## src/sdmrd_defines.vh

```
// constants for the sdram mode register decode block
`ifndef SDMRD_DEFINES_VH
`define SDMRD_DEFINES_VH
// bank codes that pick the mode register on a mode set command
`define SDMRD_BA_MR0 3'h0
`define SDMRD_BA_MR1 3'h1
`define SDMRD_BA_MR2 3'h2
// mode register reset value (contents are undefined until written)
`define SDMRD_MR_RESET 13'h0000
// mode_register_zero field positions
`define SDMRD_MR0_BL_LO 0
`define SDMRD_MR0_BL_HI 1
`define SDMRD_MR0_CL_LSB 2
`define SDMRD_MR0_BT 3
`define SDMRD_MR0_CL_LO 4
`define SDMRD_MR0_CL_HI 6
`define SDMRD_MR0_TM 7
`define SDMRD_MR0_DLLRST 8
`define SDMRD_MR0_WR_LO 9
`define SDMRD_MR0_WR_HI 11
`define SDMRD_MR0_PPD 12
// mode_register_one field positions
`define SDMRD_MR1_DLLDIS 0
`define SDMRD_MR1_DIC_A 1
`define SDMRD_MR1_RTT_A 2
`define SDMRD_MR1_AL_LO 3
`define SDMRD_MR1_AL_HI 4
`define SDMRD_MR1_DIC_B 5
`define SDMRD_MR1_RTT_B 6
`define SDMRD_MR1_WLVL 7
`define SDMRD_MR1_RTT_C 9
`define SDMRD_MR1_QOFF 12
// mode_register_two write termination field
`define SDMRD_MR2_RTTWR_LO 9
`define SDMRD_MR2_RTTWR_HI 10
// burst length field codes
`define SDMRD_BL_FIXED8 2'h0
`define SDMRD_BL_OTF 2'h1
`define SDMRD_BL_FIXED4 2'h2
// additive delay field codes
`define SDMRD_AL_CL1 2'h1
`define SDMRD_AL_CL2 2'h2
// read column latency encoding
`define SDMRD_CL_BASE 5'h04
`define SDMRD_CL_HIGH 5'h08
// burst slots, last write slot, and the chop pull-in in clocks
`define SDMRD_LAST_BEAT 3'h7
`define SDMRD_CHOP_PULLIN 3'h2
// dll lock time in clock cycles
`define SDMRD_DLL_LOCK_NCK 512
`endif

```

## src/sdmrd_mode_regs.v

```verilog
// mode register decode and burst sequencing of a ddr sdram
`include "sdmrd_defines.vh"
module sdmrd_mode_regs #(
   parameter ADDR_W = 13,
   parameter CWL = 5,
   parameter DLL_LOCK_NCK = `SDMRD_DLL_LOCK_NCK
) (
   input wire ref_clk_i, // 10 MHz block clock
   input wire sys_rst_i, // async reset, active high
   input wire cke_i, // clock enable pin
   input wire odt_i, // termination pin
   input wire cs_n_i, // chip select, active low
   input wire ras_n_i, // row strobe, active low
   input wire cas_n_i, // column strobe, active low
   input wire we_n_i, // write enable, active low
   input wire [2:0] ba_i, // bank pins
   input wire [ADDR_W-1:0] addr_i, // address pins
   output reg [4:0] read_column_latency_o, // clocks
   output reg [4:0] total_read_latency_o, // clocks
   output wire interleave_o, // 1: interleaved order
   output wire [1:0] burst_mode_o, // burst length field
   output wire [2:0] write_recovery_o, // write recovery field
   output wire test_mode_o, // test state selected
   output wire [1:0] drive_sel_o, // {A5,A1} impedance
   output wire [2:0] rtt_nom_o, // {A9,A6,A2}
   output wire [1:0] rtt_wr_o, // write termination field
   output wire write_level_o, // write leveling on
   output wire out_disable_o, // output drivers off
   output wire term_en_o, // termination applied
   output wire term_use_wr_o, // write value applied
   output reg dll_reset_o, // one-cycle dll reset pulse
   output wire dll_locked_o, // dll lock time elapsed
   output wire dll_on_o, // dll running
   output wire pd_exit_slow_o, // slow powerdown exit
   output reg pd_exit_o, // one-cycle powerdown exit
   output reg [2:0] beat_col_o, // column of current beat
   output reg rd_beat_o, // read beat slot
   output reg wr_beat_o, // write beat captured
   output reg dq_oe_n_o, // data/strobe enable, low drives
   output reg wr_start_o // internal write start pulse
);
   localparam S_IDLE = 2'h0;
   localparam S_LAT = 2'h1;
   localparam S_BURST = 2'h2;
   localparam SYNC_W = ADDR_W + 9;

   wire [SYNC_W-1:0] pins_s;
   wire cke_s;
   wire odt_s;
   wire [3:0] cmd_s;
   wire [2:0] ba_s;
   wire [ADDR_W-1:0] a_s;
   reg [12:0] mr0_ff;
   reg [12:0] mr1_ff;
   reg [1:0] rttwr_ff;
   reg [1:0] st_ff;
   reg [1:0] nxt_st;
   reg [5:0] cnt_ff;
   reg [5:0] nxt_cnt;
   reg [2:0] beat_ff;
   reg [2:0] nxt_beat;
   reg [2:0] start_ff;
   reg [2:0] nxt_start;
   reg wr_ff;
   reg nxt_wr;
   reg chop_ff;
   reg nxt_chop;
   reg cke_q_ff;
   reg in_sr_ff;
   reg in_pd_ff;
   reg [9:0] lock_ff;
   reg [4:0] cl;
   reg [4:0] al;
   wire mrs_cmd;
   wire rd_cmd;
   wire wr_cmd;
   wire ref_cmd;
   wire [2:0] ord_col;
   wire [2:0] wr_slot;
   wire [5:0] wr_lat;

   // every pin passes two flip-flops before any decode
   sdmrd_sync #(.W(SYNC_W)) u_sync (
      .ref_clk_i(ref_clk_i),
      .sys_rst_i(sys_rst_i),
      .d_i({cke_i, odt_i, cs_n_i, ras_n_i, cas_n_i, we_n_i, ba_i, addr_i}),
      .q_o(pins_s)
   );
   assign cke_s = pins_s[SYNC_W-1];
   assign odt_s = pins_s[SYNC_W-2];
   assign cmd_s = pins_s[SYNC_W-3:SYNC_W-6];
   assign ba_s = pins_s[ADDR_W+2:ADDR_W];
   assign a_s = pins_s[ADDR_W-1:0];

   // command decode; mode set, read and write count only while cke is held high, refresh only as cke falls
   assign mrs_cmd = cke_s & cke_q_ff & (cmd_s == 4'h0);
   assign rd_cmd = cke_s & cke_q_ff & (cmd_s == 4'h5);
   assign wr_cmd = cke_s & cke_q_ff & (cmd_s == 4'h4);
   assign ref_cmd = ~cke_s & cke_q_ff & (cmd_s == 4'h1);

   // mode registers: a mode set overwrites every field at once
   always @(posedge ref_clk_i or posedge sys_rst_i) begin
      if (sys_rst_i) begin
         mr0_ff <= `SDMRD_MR_RESET;
         mr1_ff <= `SDMRD_MR_RESET;
         rttwr_ff <= 2'h0;
         dll_reset_o <= 1'b0;
      end else begin
         dll_reset_o <= mr0_ff[`SDMRD_MR0_DLLRST];
         if (mr0_ff[`SDMRD_MR0_DLLRST])
            mr0_ff[`SDMRD_MR0_DLLRST] <= 1'b0;
         // a fresh write in the clearing cycle wins over the clear
         if (mrs_cmd && ba_s == `SDMRD_BA_MR0)
            mr0_ff <= a_s[12:0];
         if (mrs_cmd && ba_s == `SDMRD_BA_MR1)
            mr1_ff <= a_s[12:0];
         if (mrs_cmd && ba_s == `SDMRD_BA_MR2)
            rttwr_ff <= a_s[`SDMRD_MR2_RTTWR_HI:`SDMRD_MR2_RTTWR_LO];
      end
   end

   // latency decode; no half-clock values exist in the encoding
   always @* begin
      cl = `SDMRD_CL_BASE
         + {2'h0, mr0_ff[`SDMRD_MR0_CL_HI:`SDMRD_MR0_CL_LO]};
      if (mr0_ff[`SDMRD_MR0_CL_LSB])
         cl = cl + `SDMRD_CL_HIGH;
      case (mr1_ff[`SDMRD_MR1_AL_HI:`SDMRD_MR1_AL_LO])
         `SDMRD_AL_CL1: al = cl - 5'h01;
         `SDMRD_AL_CL2: al = cl - 5'h02;
         default: al = 5'h00;
      endcase
   end

   // latency outputs registered so they are clean flip-flop values
   always @(posedge ref_clk_i or posedge sys_rst_i) begin
      if (sys_rst_i) begin
         read_column_latency_o <= 5'h00;
         total_read_latency_o <= 5'h00;
      end else begin
         read_column_latency_o <= cl;
         total_read_latency_o <= al + cl;
      end
   end

   assign interleave_o = mr0_ff[`SDMRD_MR0_BT];
   assign burst_mode_o = mr0_ff[`SDMRD_MR0_BL_HI:`SDMRD_MR0_BL_LO];
   assign write_recovery_o = mr0_ff[`SDMRD_MR0_WR_HI:`SDMRD_MR0_WR_LO];
   assign test_mode_o = mr0_ff[`SDMRD_MR0_TM];
   assign drive_sel_o = {mr1_ff[`SDMRD_MR1_DIC_B],
                         mr1_ff[`SDMRD_MR1_DIC_A]};
   assign rtt_nom_o = {mr1_ff[`SDMRD_MR1_RTT_C], mr1_ff[`SDMRD_MR1_RTT_B],
                       mr1_ff[`SDMRD_MR1_RTT_A]};
   assign rtt_wr_o = rttwr_ff;
   assign write_level_o = mr1_ff[`SDMRD_MR1_WLVL];
   assign out_disable_o = mr1_ff[`SDMRD_MR1_QOFF];
   assign pd_exit_slow_o = ~mr0_ff[`SDMRD_MR0_PPD];

   // write value covers writes even when the nominal value is off
   assign term_use_wr_o = odt_s & wr_ff & (st_ff == S_BURST)
                        & (rttwr_ff != 2'h0);
   assign term_en_o = odt_s & dll_on_o
                    & (term_use_wr_o | (rtt_nom_o != 3'h0));

   // self-refresh and powerdown tracking from the cke pin
   always @(posedge ref_clk_i or posedge sys_rst_i) begin
      if (sys_rst_i) begin
         cke_q_ff <= 1'b0;
         in_sr_ff <= 1'b0;
         in_pd_ff <= 1'b0;
         pd_exit_o <= 1'b0;
      end else begin
         cke_q_ff <= cke_s;
         pd_exit_o <= in_pd_ff & cke_s;
         if (cke_s) begin
            in_sr_ff <= 1'b0;
            in_pd_ff <= 1'b0;
         end else if (cke_q_ff) begin
            in_sr_ff <= ref_cmd;
            in_pd_ff <= ~ref_cmd;
         end
      end
   end

   // dll stops in self-refresh and in slow-exit powerdown
   assign dll_on_o = ~mr1_ff[`SDMRD_MR1_DLLDIS] & ~in_sr_ff
                   & ~(in_pd_ff & ~mr0_ff[`SDMRD_MR0_PPD]);

   // lock timer restarts on every dll reset and on dll restart
   always @(posedge ref_clk_i or posedge sys_rst_i) begin
      if (sys_rst_i)
         lock_ff <= 10'h000;
      else if (dll_reset_o || !dll_on_o)
         lock_ff <= 10'h000;
      else if (lock_ff != DLL_LOCK_NCK[9:0])
         lock_ff <= lock_ff + 10'h001;
   end
   assign dll_locked_o = (lock_ff == DLL_LOCK_NCK[9:0]);

   // write latency; cwl lives in the third register, so a parameter
   assign wr_lat = {1'b0, al} + CWL[5:0];
   // fixed chop pulls the internal write two clocks ahead
   assign wr_slot = (burst_mode_o == `SDMRD_BL_FIXED4)
                  ? `SDMRD_LAST_BEAT - `SDMRD_CHOP_PULLIN
                  : `SDMRD_LAST_BEAT;

   sdmrd_beat_order u_order (
      .start_i(start_ff),
      .ilv_i(interleave_o),
      .wr_i(wr_ff),
      .chop_i(chop_ff),
      .beat_i(beat_ff),
      .col_o(ord_col)
   );

   // burst sequencer; commands during a burst are not taken
   always @* begin
      nxt_st = st_ff;
      nxt_cnt = cnt_ff;
      nxt_beat = beat_ff;
      nxt_start = start_ff;
      nxt_wr = wr_ff;
      nxt_chop = chop_ff;
      case (st_ff)
         S_IDLE: begin
            if (rd_cmd || wr_cmd) begin
               nxt_wr = wr_cmd;
               nxt_start = a_s[2:0];
               nxt_beat = 3'h0;
               case (burst_mode_o)
                  `SDMRD_BL_FIXED4: nxt_chop = 1'b1;
                  `SDMRD_BL_OTF: nxt_chop = ~a_s[12];
                  default: nxt_chop = 1'b0;
               endcase
               if (wr_cmd)
                  nxt_cnt = wr_lat - 6'h01;
               else
                  nxt_cnt = {1'b0, al + cl} - 6'h01;
               nxt_st = S_LAT;
            end
         end
         S_LAT: begin
            if (cnt_ff == 6'h00)
               nxt_st = S_BURST;
            else
               nxt_cnt = cnt_ff - 6'h01;
         end
         S_BURST: begin
            nxt_beat = beat_ff + 3'h1;
            if (beat_ff == `SDMRD_LAST_BEAT)
               nxt_st = S_IDLE;
         end
         default: nxt_st = S_IDLE;
      endcase
   end

   always @(posedge ref_clk_i or posedge sys_rst_i) begin
      if (sys_rst_i) begin
         st_ff <= S_IDLE;
         cnt_ff <= 6'h00;
         beat_ff <= 3'h0;
         start_ff <= 3'h0;
         wr_ff <= 1'b0;
         chop_ff <= 1'b0;
      end else begin
         st_ff <= nxt_st;
         cnt_ff <= nxt_cnt;
         beat_ff <= nxt_beat;
         start_ff <= nxt_start;
         wr_ff <= nxt_wr;
         chop_ff <= nxt_chop;
      end
   end

   // beat outputs registered one clock after the slot is chosen
   always @(posedge ref_clk_i or posedge sys_rst_i) begin
      if (sys_rst_i) begin
         beat_col_o <= 3'h0;
         rd_beat_o <= 1'b0;
         wr_beat_o <= 1'b0;
         dq_oe_n_o <= 1'b1;
         wr_start_o <= 1'b0;
      end else begin
         beat_col_o <= ord_col;
         rd_beat_o <= (st_ff == S_BURST) & ~wr_ff;
         // chopped writes keep the last four beats as don't-care
         wr_beat_o <= (st_ff == S_BURST) & wr_ff
                    & ~(chop_ff & beat_ff[2]);
         // chop floats the last four slots; qoff floats all of them
         dq_oe_n_o <= ~((st_ff == S_BURST) & ~wr_ff
                    & ~(chop_ff & beat_ff[2])
                    & ~out_disable_o);
         wr_start_o <= (st_ff == S_BURST) & wr_ff
                     & (beat_ff == wr_slot);
      end
   end
endmodule // sdmrd_mode_regs

```

## src/sdmrd_sync.v

```verilog
// two flip-flop synchroniser for a bundle of pin inputs
module sdmrd_sync #(
   parameter W = 1
) (
   input wire ref_clk_i, // block clock
   input wire sys_rst_i, // async reset, active high
   input wire [W-1:0] d_i, // pin levels
   output wire [W-1:0] q_o // synchronised levels
);
   reg [W-1:0] meta_ff;
   reg [W-1:0] sync_ff;
   // first stage feeds only the second stage
   always @(posedge ref_clk_i or posedge sys_rst_i) begin
      if (sys_rst_i) begin
         meta_ff <= {W{1'b0}};
         sync_ff <= {W{1'b0}};
      end else begin
         meta_ff <= d_i;
         sync_ff <= meta_ff;
      end
   end
   assign q_o = sync_ff;
endmodule // sdmrd_sync

```

## src/sdmrd_beat_order.v

```verilog
// column index of one beat from start column, burst type and direction
module sdmrd_beat_order (
   input wire [2:0] start_i, // starting column bits [2:0]
   input wire [2:0] beat_i, // beat number in the burst
   input wire ilv_i, // 1: interleaved order
   input wire wr_i, // 1: write burst
   input wire chop_i, // 1: four-beat chop
   output reg [2:0] col_o // column index for this beat
);
   always @* begin
      if (wr_i) begin
         // writes ignore low bits; chop keeps the starting half
         if (chop_i)
            col_o = {start_i[2], beat_i[1:0]};
         else
            col_o = beat_i;
      end else if (ilv_i) begin
         col_o = start_i ^ beat_i;
      end else begin
         // low bits wrap modulo four, half flips after beat 3
         col_o = {start_i[2] ^ beat_i[2], start_i[1:0] + beat_i[1:0]};
      end
   end
endmodule // sdmrd_beat_order

```

## config.mk

```make
export PLATFORM = sky130hd
export DESIGN_NAME = sdmrd_mode_regs
export DESIGN_NICKNAME = d
export VERILOG_FILES = /design/src/sdmrd_mode_regs.v /design/src/sdmrd_sync.v /design/src/sdmrd_beat_order.v
export VERILOG_INCLUDE_DIRS = /design/src
export SDC_FILE = /design/constraint.sdc
export NUM_CORES = 1
export LEC_CHECK = 0
export BUFFER_PORTS_ARGS = -buffer_cell sky130_fd_sc_hd__buf_2
export CAP_MARGIN = 20
export CORE_ASPECT_RATIO = 0.8
export CORE_UTILIZATION = 38
export CTS_BUF_LIST = sky130_fd_sc_hd__clkbuf_8
export CTS_CLUSTER_DIAMETER = 150
export CTS_CLUSTER_SIZE = 30
export DETAILED_ROUTE_END_ITERATION = 10
export PLACE_DENSITY = 0.59
export SETUP_SLACK_MARGIN = 0.2
export SYNTH_ARGS = -nofsm -noshare
export SYNTH_HDL_FRONTEND = slang
export SYNTH_SLANG_ARGS = --single-unit
```

## constraint.sdc

```tcl
create_clock -name ref_clk_i -period 9.4 [get_ports ref_clk_i]
set_input_delay 1.88 -clock ref_clk_i [delete_from_list [all_inputs] [get_ports ref_clk_i]]
set_output_delay 1.88 -clock ref_clk_i [all_outputs]
set_load 0.01 [all_outputs]
```

== Word level (Yosys, flattened, before mapping) ==
Cells that the tools add are included.

* Reductions and logical operators: 20
* Muxes and demuxes: 24
* Bitwise logic cells: 36
* $add $sub $neg: 12
* Equality and inequality tests: 19

{| class="wikitable"
|+ Operator list
! kind !! number
|-
| 1-bit bitwise AND || 22
|-
| 10-bit two-way mux || 2
|-
| 6-bit two-way mux || 3
|-
| 3-bit two-way mux || 4
|-
| 6-bit case mux with 2 select lines || 1
|-
| 6-bit by 1-bit subtractor with 6-bit output (second input constant) || 2
|-
| 1-bit NOT || 11
|-
| 10-bit by 1-bit adder with 10-bit output (second input constant) || 1
|-
| 10-bit equality test (second input constant) || 1
|-
| 10-bit inequality test (second input constant) || 1
|-
| 5-bit case mux with 2 select lines || 1
|-
| 2-bit nonzero test || 5
|-
| 9-bit two-way mux || 1
|-
| 4-bit by 3-bit equality test with 1-bit output (second input constant) || 2
|-
| 2-bit two-way mux || 4
|-
| 2-bit inequality test (second input constant) || 4
|-
| 5-bit by 3-bit adder with 6-bit output (second input constant) || 1
|-
| 2-bit by 1-bit equality test with 1-bit output (second input constant) || 3
|-
| 2-bit equality test (second input constant) || 3
|-
| 6-bit logical NOT || 1
|-
| 2-bit case mux with 3 select lines || 1
|-
| 3-bit case mux with 2 select lines || 1
|-
| 3-bit AND reduction || 2
|-
| 5-bit by 1-bit subtractor with 6-bit output (second input constant) || 1
|-
| other kinds (26) || 33
|}

* Logic and storage cells: 136
* Output and inout port bits: 40
* Bits of input ports: 24
* Bits in registers: 120

== Depth between registers and ports, before layout ==
Gate-level depths: netlist (run 1).

* Word-level depth: 10
* Gate-level depth with buffers: 12
* Depth with buffers taken out: 12

== Hierarchy ==
Synthesis (run 1) repeated with hierarchy kept, for this count alone.

* Cells, all modules: 407
* Area, all modules: 4858.4 um2

{| class="wikitable"
|+ By module, submodules not included
! module !! times used !! seq. area each (um2) !! cells each !! area an instance (um2)
|-
| sdmrd_mode_regs || 1 || 1828.0 || 351 || 3659.8
|-
| sdmrd_sync || 1 || 1101.1 || 45 || 1104.8
|-
| sdmrd_beat_order || 1 || 0.0 || 11 || 93.8
|}

== Worst setup path before layout (run 1) ==
No wires, ideal clock.

* Path kind: flip-flop to output port
* Start point: reg st_ff[1]
* End point: out term_en_o
* Stages on the path, launching flop included: 8
* Arrival time: 1.437 ns
* Data required time: 7.520 ns
* Path slack: 6.083 ns
* Path buffers: 1
* Cell sequence: dfrtp_1 clkbuf_1 inv_1 nor2_1 nand2_1 nor2_1 nor4_1 nor2_1

* Cells in the longest elaborated chain, start to end: 5

{| class="wikitable"
|+ RTL lines
! element !! RTL line !! text
|-
| from (decl) || sdmrd_mode_regs.v:56 || <nowiki>reg [1:0] st_ff;</nowiki>
|-
| from (signal assigned) || sdmrd_mode_regs.v:266 || <nowiki>st_ff <= nxt_st;</nowiki>
|-
| 2-bit equality test || sdmrd_mode_regs.v:160 || <nowiki>assign term_use_wr_o = odt_s & wr_ff & (st_ff == S_BURST)</nowiki>
|-
| 1-bit bitwise AND || sdmrd_mode_regs.v:160 ||
|-
| 1-bit bitwise AND || sdmrd_mode_regs.v:161 || <nowiki>& (rttwr_ff != 2'h0);</nowiki>
|-
| via term_use_wr_o || sdmrd_mode_regs.v:30 || <nowiki>output wire term_use_wr_o,</nowiki>
|-
| 1-bit bitwise OR || sdmrd_mode_regs.v:163 || <nowiki>& (term_use_wr_o | (rtt_nom_o != 3'h0));</nowiki>
|-
| 1-bit bitwise AND || sdmrd_mode_regs.v:163 ||
|-
| to (decl) || sdmrd_mode_regs.v:29 || <nowiki>output wire term_en_o,</nowiki>
|}

The timed path passes the listed nets, and every way through them passes these cells.

== Worst setup path after layout (run 1) ==
* Start point: reg st_ff[1]
* End point: out term_en_o

* Cells in the longest elaborated chain, start to end: 5

{| class="wikitable"
|+ RTL lines
! element !! RTL line
|-
| 2-bit equality test || sdmrd_mode_regs.v:160
|-
| 1-bit bitwise AND || sdmrd_mode_regs.v:160
|-
| 1-bit bitwise AND || sdmrd_mode_regs.v:161
|-
| 1-bit bitwise OR || sdmrd_mode_regs.v:163
|-
| 1-bit bitwise AND || sdmrd_mode_regs.v:163
|}

No other way between the ends.

==> results of run 1 <==
-- Yosys cell counts (3+ instances only) --
| cell | count |
|---|---|
| a211oi_1 | 3 |
| a21oi_1 | 13 |
| and4b_1 | 3 |
| buf_4 | 11 |
| clkbuf_1 | 3 |
| dfrtp_1 | 116 |
| ha_1 | 20 |
| inv_1 | 22 |
| mux2_2 | 20 |
| mux2i_1 | 3 |
| nand2_1 | 36 |
| nand2b_1 | 3 |
| nand3_1 | 14 |
| nor2_1 | 33 |
| nor2b_1 | 3 |
| o21ai_0 | 22 |
| xnor2_1 | 8 |
| xor2_1 | 13 |
-- path summary, 6_finish.rpt --
check / from / end / slack (ps) / cells past startpoint
worst max-delay path: st_ff[1]$_DFFE_PP0P_ / term_en_o / 5590 / 7
worst min-delay path: u_sync.meta_ff[5]$_DFF_PP0_ / u_sync.q_o[5]$_DFF_PP0_ / 350 / 0
worst max register to register: mr0_ff[5]$_DFFE_PP0P_ / cnt_ff[5]$_DFFE_PP0P_ / 6460 / 11
worst min register to register: u_sync.meta_ff[5]$_DFF_PP0_ / u_sync.q_o[5]$_DFF_PP0_ / 350 / 0
max in group asynchronous: sys_rst_i / beat_ff[0]$_DFFE_PP0P_ / 7030 / 4
min in group asynchronous: sys_rst_i / lock_ff[3]$_DFFE_PP0P_ / 1440 / 2
-- power breakdown --
part | internal, uW | switching, uW
clock | 267 | 200
sequential | 555 | 49.0
combinational | 74.0 | 97.9
-- flip-flops by register name (all words and copies together), names as in the netlist, 2 cells and up --
register	count
beat_col_o	3
beat_ff	3
cnt_ff	6
lock_ff	10
mr0_ff	13
mr1_ff	10
read_column_latency_o	5
rtt_wr_o	2
st_ff	2
start_ff	3
total_read_latency_o	5
u_sync.meta_ff	22
u_sync.q_o	22
-- final cells by class --
type | count | area share
clock buffer | 18 | 0.0439
clock inverter | 13 | 0.0284
inverter | 22 | 0.0151
multi-input combinational | 238 | 0.293
sequential | 117 | 0.519
tap | 171 | 0.0379
timing repair buffer | 65 | 0.0621
-- cell usage in the layout (no fill, tap or decap), drive strengths merged, types with 8 or more instances in the layout --
cell type	instances
buf	65
xnor2	8
nor2	34
ha	20
o21ai	22
xor2	13
dfrtp	116
clkinv	8
mux2	20
a21oi	15
nand2	37
inv	23
clkbuf	18
nand3	15
-- routing by layer --
metal	share of wire	vias up	global-route usage	wire [um]
met2	0.44	77	0.220	4020
met5	0	-	0	0
li1	-	1463	-	-
met3	0.059	5	0.0607	537
met4	0.0077	0	0.0604	71
met1	0.49	1462	0.214	4540
-- cells by family (layout without fill, tap and decap cells) --
| group | count (synthesis) | after routing | synth area share |
|---|---|---|---|
| AO/OA/AOI/OAI | 57 | 57 | 0.0753 |
| XOR/XNOR | 21 | 21 | 0.0386 |
| adder cells (fa/ha/maj) | 21 | 21 | 0.0567 |
| buffers and inverters | 38 | 118 | 0.0391 |
| flip-flops | 117 | 117 | 0.614 |
| multiplexers | 23 | 23 | 0.0535 |
| AND/OR/NAND/NOR | 116 | 116 | 0.123 |
-- per-stage QoR --
stage | hold WS (ps) | setup WS [ps] | std cells | utilization
global placement | 332 | 6070 | 612 | 0.426
finish | 349 | 5590 | 644 | 0.462
detailed placement | 335 | 6030 | 612 | 0.426
global route | 351 | 5390 | 644 | 0.462
CTS | 351 | 5560 | 643 | 0.460
floorplan | 331 | 4420 | 393 | -
==> run_results.csv, run 1 <==
group,metric,value,unit
die,core,12200,um2
cells_and_area,drive_above_1_share,0.273,
pwr,ir_drop,0.000118,V
logic_synthesis,synth_nets,438,
global_route,grt_usage,0.155,
worst_setup_path,worstPathBufferInverterCount,2,
worst_setup_path,cpPeakStageDelay,530,ps
logic_synthesis,ys_async_sr_fraction,1.00,
sta,relSlewSlack,0.447,
sta,finalCritPeriodShare,0.405,
die,die_width,127,um
worst_setup_path,criticalPathCategory,"reg2out",
sta,slew_violations,0,
worst_setup_path,cpMostUsedCell,"nor2_1",
clocking,h-tree-depth,4,
logic_synthesis,netlist_instances,393,
clocking,cts.repair.resized,0,
sta,finalSetupViolCount,0,
global_route,grt_overflow,0,
logic_synthesis,ys_top_cells_by_area,"dfrtp_1, ha_1, mux2_2",
clocking,cts_setup_buffers,0,
worst_setup_path,crit_fanout,9,
logic_synthesis,ys_seq_elements,117,
logic_synthesis,yosysSeqAreaShare,0.614,
sta,clock_skew,11.0,ps
clocking,cts.sinks,117,
logic_synthesis,synth_top_cell_area_share,0.609,
worst_setup_path,cp-end-kind,"output pin",
sta,rsz0062_at_grt,"no",
worst_setup_path,cp_top_family,"simple AND/OR/NAND/NOR gates",
logic_synthesis,syn_avg_cell_area,12.1,um2
worst_setup_path,crit_required,7520,ps
logic_synthesis,synth-edff-count,0,
die,die_area,13000,um2
logic_synthesis,yosysUniqueCellTypes,54,
job,maxCapViolations,0,
cells_and_area,fillCellCount,1162,
sta,fmax,262,MHz
clocking,cts-root-buf,"clkbuf_8",
cells_and_area,diodes,0,
pwr,finalPower,1240,uW
cells_and_area,area_delta_synth_final,18.3,%
worst_setup_path,startpoint_type,"flop",
die,rows,36,
worst_setup_path,worst_ep_arrival_time,1930,ps
clocking,cts_buffer_depth,2,
detailed_routing,dr.pass1.iters,4,
clocking,clk_latency,420,ps
placed_design,numPortBuffers,63,
cells_and_area,post-route-cell-area,5640,um2
placed_design,place.gp.congestion,0.880,
logic_synthesis,synth_ff_type,"dfrtp_1",
global_route,first_global_vias,2953,
detailed_routing,vias,3007,
logic_synthesis,yosys_warnings,0,
logic_synthesis,netlist_area,4770,um2
die,io_pins,64,
cells_and_area,seqCellArea,2930,um2
pwr,p_per_area,220,nW/um2
clocking,cts_tree,"yes",
run_status,outcome,"finished, final reports clean",
detailed_routing,drc_errors,0,
global_route,grt_pass1_wl,14900,um
clocking,cts_buffers,17,
sta,tns,0,ps
clocking,clkTransAtPathRegs,70,ps
detailed_routing,drtAntennaViolNets,0,
global_route,antenna_found_initial,0,
clocking,holdBufCountCts,0,
logic_synthesis,synth_top_area_cell,"dfrtp_1",
detailed_routing,drt_wl_total,9170,um
detailed_routing,drt-wirelength-per-cell,14.2,um
die,start_util,0.391,
cells_and_area,fin_nets,506,
placed_design,placed_area,5200,um2
placed_design,hpwl,6400,um
detailed_routing,vias_per_cell,4.67,
detailed_routing,drtIter0Drc,164,
sta,hold_viol,0,
worst_hold_path,hold_class,"reg2reg",
cells_and_area,multiInputGateArea,1650,um2
sta,tightest_slew,827,ps
worst_setup_path,cp_slowest_cell,"dfrtp_1",
pwr,p_leak,0.00275,uW
die,die_height,102,um
global_route,grt_max_degree,88,
worst_setup_path,path_cells,"inv_1, nor2_1, nand2_1, nor2_1, nor4_1, nor2_1, buf_2",
sta,finalCriticalPeriod,3810,ps
Power figures use the tool's default switching activity.
==> run 2: changes to the inputs <==
- ABC_AREA: default -> 1
- PLACE_DENSITY: 0.59 -> 0.61
- clock period: 9.4 -> 3.25 ns (I/O delays scaled with it)
==> run 2 against run 1 <==
Compared with the run above: first-iteration DRC count up 45%; hold slack worse by 54 ps; synthesized cell count up 25%; non-clock buffer count up 2; highest routed layer unchanged; critical path depth up 11; largest power group unchanged.
==> run_results.csv, run 2 <==
group,metric,value,unit
worst_setup_path,crit_required,3610,ps
clocking,h-tree-depth,4,
sta,holdWs,295,ps
pwr,clkPwrFrac,0.356,
worst_setup_path,worst_ep_arrival_time,3050,ps
sta,fmax,372,MHz
global_route,grt_overflow,0,
detailed_routing,drt_wl_total,9230,um
clocking,cts_buffers,17,
clocking,cts.repair.resized,0,
logic_synthesis,netlist_instances,493,
global_route,grt_usage,0.161,
clocking,clkTransAtPathRegs,80,ps
clocking,cts_buffer_depth,2,
global_route,grt_pass1_wl,16000,um
logic_synthesis,netlist_area,4870,um2
global_route,grt_max_degree,71,
pwr,p_leak,0.00297,uW
detailed_routing,drc_errors,0,
global_route,grtUsageMet2,0.244,
pwr,pwr-share-comb,0.173,
die,die_area,13300,um2
worst_setup_path,cpMostUsedCell,"nand2_1",
detailed_routing,vias,3385,
clocking,cts-root-buf,"clkbuf_8",
sta,hold_viol,0,
logic_synthesis,yosysSeqAreaShare,0.602,
logic_synthesis,syn_avg_cell_area,9.87,um2
clocking,holdBufCountCts,0,
clocking,cts_tree,"yes",
job,maxCapViolations,0,
die,core,12300,um2
worst_setup_path,startpoint_type,"flop",
placed_design,placed_area,5350,um2
die,die_height,103,um
placed_design,hpwl,6580,um
detailed_routing,drt-wirelength-per-cell,12.3,um
cells_and_area,area_delta_synth_final,18.0,%
logic_synthesis,synth_ff_type,"dfrtp_1",
cells_and_area,layout_common_cells,"dfrtp_1, nand2_1, inv_1",
global_route,first_global_vias,3391,
pwr,sw_frac_of_total,0.305,
worst_setup_path,cpPeakStageDelay,510,ps
detailed_routing,vias_per_cell,4.53,
worst_setup_path,criticalPathCategory,"reg2reg",
die,die_width,129,um
clocking,cts.sinks,117,
detailed_routing,dr.pass1.iters,4,
pwr,p_per_area,647,nW/um2
logic_synthesis,synth_top_area_cell,"dfrtp_1",
logic_synthesis,yosysMostFrequentCell,"dfrtp_1",
logic_synthesis,yosysUniqueCellTypes,41,
sta,finalCritPeriodShare,0.827,
clocking,cts_setup_buffers,0,
global_route,use_met1,0.210,
worst_setup_path,path_depth,18,
sta,finalCriticalPeriod,2690,ps
global_route,antenna_found_initial,0,
worst_setup_path,worstPathBufferInverterCount,3,
logic_synthesis,synth_top_cell_area_share,0.597,
logic_synthesis,yosys_warnings,0,
sta,tns,0,ps
logic_synthesis,synth_nets,538,
logic_synthesis,ys_top_cells_by_area,"dfrtp_1, nand2_1, inv_1",
worst_hold_path,hold_class,"in2async",
pwr,ir_drop,0.000342,V
worst_setup_path,cp_top_family,"simple AND/OR/NAND/NOR gates",
logic_synthesis,synthTopCellsByCount,"dfrtp_1, nand2_1, inv_1",
placed_design,numPortBuffers,63,
sta,finalSetupViolCount,0,
cells_and_area,diodes,0,
clocking,clk_latency,430,ps
cells_and_area,fin_nets,609,
die,rows,36,
sta,timing.final.ws_setup,562,ps
sta,clock_skew,10.1,ps
worst_setup_path,cp-end-kind,"flop",
sta,relSlewSlack,0.511,
worst_setup_path,reg2regPathDepth,18,
sta,rsz0062_at_grt,"no",
sta,tightest_slew,731,ps
logic_synthesis,ys_seq_elements,117,
logic_synthesis,synth-edff-count,0,
worst_setup_path,cp_slowest_cell,"dfrtp_1",
logic_synthesis,ys_async_sr_fraction,1.00,
run_status,outcome,"finished, final reports clean",
pwr,intPower,2580,uW
global_route,met3_usage,0.0556,
placed_design,post-place-ws,592,ps
sta,slew_violations,0,
placed_design,place.gp.congestion,0.861,
cells_and_area,post-route-cell-area,5740,um2
die,io_pins,64,
worst_setup_path,crit_fanout,7,
cells_and_area,final_common_cell,"dfrtp_1",
pwr,p_seq_frac,0.470,
worst_setup_path,path_cells,"inv_1, ha_1, inv_1, nand2_1, nand3_1, o21ai_0, nand2_1, inv_1, ha_1, a21oi_1, nand2_1, nand2_1, nand2_2, nor2_1, nand3_1, nand2_1, nand2_1, a21oi_2",
cells_and_area,drive_above_1_share,0.206,
pwr,p_switching,1130,uW
detailed_routing,drtIter0Drc,237,
die,start_util,0.394,
detailed_routing,drtAntennaViolNets,0,
global_route,busiest_layer,"met2",
run 2: changes by cell type after synthesis, moves of 4 or more:
| cell | delta |
|---|---|
| a21oi_1 | +8 |
| inv_1 | +56 |
| inv_2 | +4 |
| mux2_2 | -19 |
| nand2_1 | +54 |
| nand3_1 | +12 |
| nor2_1 | -5 |
| nor3_1 | +4 |
| o21ai_0 | +22 |
| xnor2_1 | -5 |
| xor2_1 | -11 |
run 2: area by class of cell:
class                      instances  area [um2]
fill                            1198        6600
sequential                       117        2930
multi-input combinational        278        1530
timing repair buffer              67         358
inverter                          83         318
clock buffer                      18         248
tap                              171         214
clock inverter                    14         149
run 2: final timing paths:
path	from	slack, ps	to
hold reg to reg	u_sync.meta_ff[5]$_DFF_PP0_	350	u_sync.q_o[5]$_DFF_PP0_
setup / recovery	mr0_ff[5]$_DFFE_PP0P_	560	cnt_ff[5]$_DFFE_PP0P_
setup reg to reg	mr0_ff[5]$_DFFE_PP0P_	560	cnt_ff[5]$_DFFE_PP0P_
hold / removal	sys_rst_i	290	mr1_ff[9]$_DFFE_PP0P_
min in group ref_clk_i	odt_i	310	u_sync.meta_ff[20]$_DFF_PP0_
max in group asynchronous	sys_rst_i	2170	dq_oe_n_o$_DFF_PP1_
run 2: metal layers:
| metal | wire length [um] | up-vias |
|---|---|---|
| li1 | - | 1718 |
| met1 | 4460 | 1584 |
| met2 | 4190 | 69 |
| met3 | 459 | 14 |
| met4 | 117 | 0 |
| met5 | 0 | - |
run 2: logic make-up after synthesis:
family,count (synthesis),synth area share
AND/OR/NAND/NOR,170,0.156
flip-flops,117,0.602
buffers and inverters,98,0.0841
AO/OA/AOI/OAI,81,0.0913
adder cells (fa/ha/maj),21,0.0555
XOR/XNOR,5,0.00900
multiplexers,1,0.00231
run 2: power groups by stage:
| stage | Clock (uW) | Combinational, uW | Sequential (uW) |
|---|---|---|---|
| global placement | 0 | 632 | 1770 |
| finish | 1320 | 643 | 1750 |
| CTS | 1360 | 652 | 1750 |
| floorplan | 0 | 467 | 1760 |
| global route | 1430 | 765 | 1770 |
| detailed placement | 0 | 648 | 1770 |
run 2: per-stage QoR:
stage	std cells	total power [uW]	util
after global placement	716	2400	0.433
after floorplan	493	2230	-
final	748	3710	0.465
after global routing	748	3970	0.465
after detailed placement	716	2420	0.433
after CTS	748	3760	0.465
==> run 3: changes to the inputs <==
- PLACE_DENSITY: 0.61 -> 0.58
- clock period: 3.25 -> 2.8 ns (I/O delays scaled with it)
==> run 3 against run 2 <==
Compared with the run above: non-clock buffer count grew 6; core utilization grew 0.58 points; combinational power up 17%; count of clock-buffer cells in the layout rose by 1; global-route usage is 0.92 points lower; critical path type unchanged; final area increased by 1.2%; critical endpoint is now cnt_ff[2]$_DFFE_PP0P_; total power up 14%; highest routed layer unchanged.
==> run_results.csv, run 3 (same netlist as run 2, synthesis figures left out) <==
group,metric,value,unit
run_status,outcome,"finished, final reports clean",
placed_design,placed_area,5350,um2
pwr,p_leak,0.00299,uW
worst_setup_path,crit_fanout,3,
sta,finalCritPeriodShare,0.873,
global_route,grt_overflow,0,
sta,hold_viol,0,
pwr,sw_frac_of_total,0.309,
cells_and_area,diodes,0,
sta,slew_violations,0,
placed_design,post-place-ws,269,ps
clocking,h-tree-depth,4,
clocking,cts.sinks,117,
die,die_height,103,um
pwr,clkPwrFrac,0.346,
die,rows,36,
sta,fmax,409,MHz
sta,tns,0,ps
placed_design,hpwl,6450,um
detailed_routing,drtIter0Drc,175,
job,maxCapViolations,0,
clocking,cts_tree,"yes",
clocking,holdBufCountCts,0,
detailed_routing,drc_errors,0,
global_route,first_global_vias,3219,
detailed_routing,vias,3389,
die,io_pins,64,
pwr,intPower,2930,uW
worst_setup_path,cpPeakStageDelay,500,ps
detailed_routing,drt_wl_total,9120,um
pwr,p_per_area,730,nW/um2
sta,finalSetupViolCount,0,
detailed_routing,dr.pass1.iters,5,
sta,relSlewSlack,0.651,
worst_hold_path,hold_class,"in2async",
cells_and_area,fin_nets,615,
global_route,grt_pass1_wl,15200,um
die,core,12300,um2
detailed_routing,vias_per_cell,4.49,
sta,rsz0062_at_grt,"no",
clocking,cts_buffer_depth,2,
cells_and_area,fillCellCount,1195,
sta,finalCriticalPeriod,2440,ps
worst_setup_path,cp-end-kind,"flop",
worst_setup_path,path_cells,"inv_1, ha_4, inv_1, nand2_1, inv_2, fa_1, inv_1, ha_2, or2_2, nand3_1, nand2_1, nor2_1, o21ai_0, nand2_1",
clocking,clkTransAtPathRegs,70,ps
cells_and_area,area_delta_synth_final,19.5,%
pwr,p_seq_frac,0.477,
die,start_util,0.394,
pwr,ir_drop,0.000335,V
global_route,antenna_found_initial,0,
clocking,clk_latency,420,ps
placed_design,place.gp.congestion,0.826,
detailed_routing,drtAntennaViolNets,0,
cells_and_area,layout_common_cells,"dfrtp_1, nand2_1, inv_1",
die,die_width,129,um
worst_setup_path,worst_ep_arrival_time,2790,ps
pwr,p_switching,1310,uW
detailed_routing,drt-wirelength-per-cell,12.1,um
clocking,cts_buffers,17,
sta,holdWs,134,ps
placed_design,numPortBuffers,63,
cells_and_area,drive_above_1_share,0.233,
cells_and_area,final_common_cell,"dfrtp_1",
die,die_area,13300,um2
sta,timing.final.ws_setup,356,ps
sta,clock_skew,11.9,ps
worst_setup_path,crit_required,3150,ps
pwr,pwr-share-comb,0.177,
worst_setup_path,startpoint_type,"flop",
global_route,grt_max_degree,102,
worst_setup_path,cp_top_family,"adder cells",
worst_setup_path,criticalPathCategory,"reg2reg",
sta,tightest_slew,524,ps
global_route,grt_usage,0.152,
worst_setup_path,worstPathBufferInverterCount,4,
cells_and_area,post-route-cell-area,5810,um2
worst_setup_path,cp_slowest_cell,"fa_1",
clocking,cts-root-buf,"clkbuf_8",
run 3: cell types whose count changed in the layout (fill, tap and decap cells not counted), sizes merged:
cell,change
clkinv,+3
clkbuf,+1
buf,+6
bufinv,-1
clkinvlp,-1
inv,-2
run 3: path summary, 6_finish.rpt:
| path | from | endpoint | slack [ps] | cells past startpoint |
|---|---|---|---|---|
| worst max-delay path | mr1_ff[3]$_DFFE_PP0P_ | cnt_ff[2]$_DFFE_PP0P_ | 360 | 14 |
| worst min-delay path | sys_rst_i | u_sync.meta_ff[5]$_DFF_PP0_ | 130 | 2 |
| worst max register to register | mr1_ff[3]$_DFFE_PP0P_ | cnt_ff[2]$_DFFE_PP0P_ | 360 | 14 |
| worst min register to register | u_sync.meta_ff[9]$_DFF_PP0_ | u_sync.q_o[9]$_DFF_PP0_ | 350 | 0 |
| max in group asynchronous | sys_rst_i | dq_oe_n_o$_DFF_PP1_ | 1830 | 3 |
| min in group ref_clk_i | addr_i[7] | u_sync.meta_ff[7]$_DFF_PP0_ | 240 | 1 |
run 3: final cells by class:
type / count / area (um2) / share of cell area
repair buffers: 73 / 403 / 0.0693
well taps: 171 / 214 / 0.0368
multi-input cells: 278 / 1560 / 0.269
clock buffers: 19 / 262 / 0.0450
inverters: 83 / 318 / 0.0547
clock inverters: 13 / 124 / 0.0213
flip-flops and latches: 117 / 2930 / 0.504
run 3: repair_timing:
item                       in CTS  in global routing
buffers inserted                0                  5
resized for setup               0                 13
setup endpoints to repair       0                  4
run 3: power groups by stage:
stage	clock (uW)	combinational, uW	sequential (uW)
6_report	1470	751	2030
3_5_place_dp	0	749	2060
2_1_floorplan	0	542	2040
3_3_place_gp	0	731	2050
4_1_cts	1510	752	2030
5_1_grt	1590	876	2060
run 3: per-layer routing:
layer | routed length, um | share of wire | vias up | GRT usage
li1 | - | - | 1716 | -
met1 | 4590 | 0.50 | 1598 | 0.209
met2 | 4070 | 0.45 | 73 | 0.227
met3 | 429 | 0.047 | 2 | 0.0478
met4 | 34 | 0.0037 | 0 | 0.0525
met5 | 0 | 0 | - | 0
run 3: metrics by stage:
| step | util | cells | total power [uW] |
|---|---|---|---|
| 2_1_floorplan | - | 493 | 2580 |
| 3_3_place_gp | 0.434 | 717 | 2790 |
| 3_5_place_dp | 0.434 | 717 | 2810 |
| 4_1_cts | 0.465 | 749 | 4290 |
| 5_1_grt | 0.471 | 754 | 4520 |
| 6_report | 0.471 | 754 | 4250 |
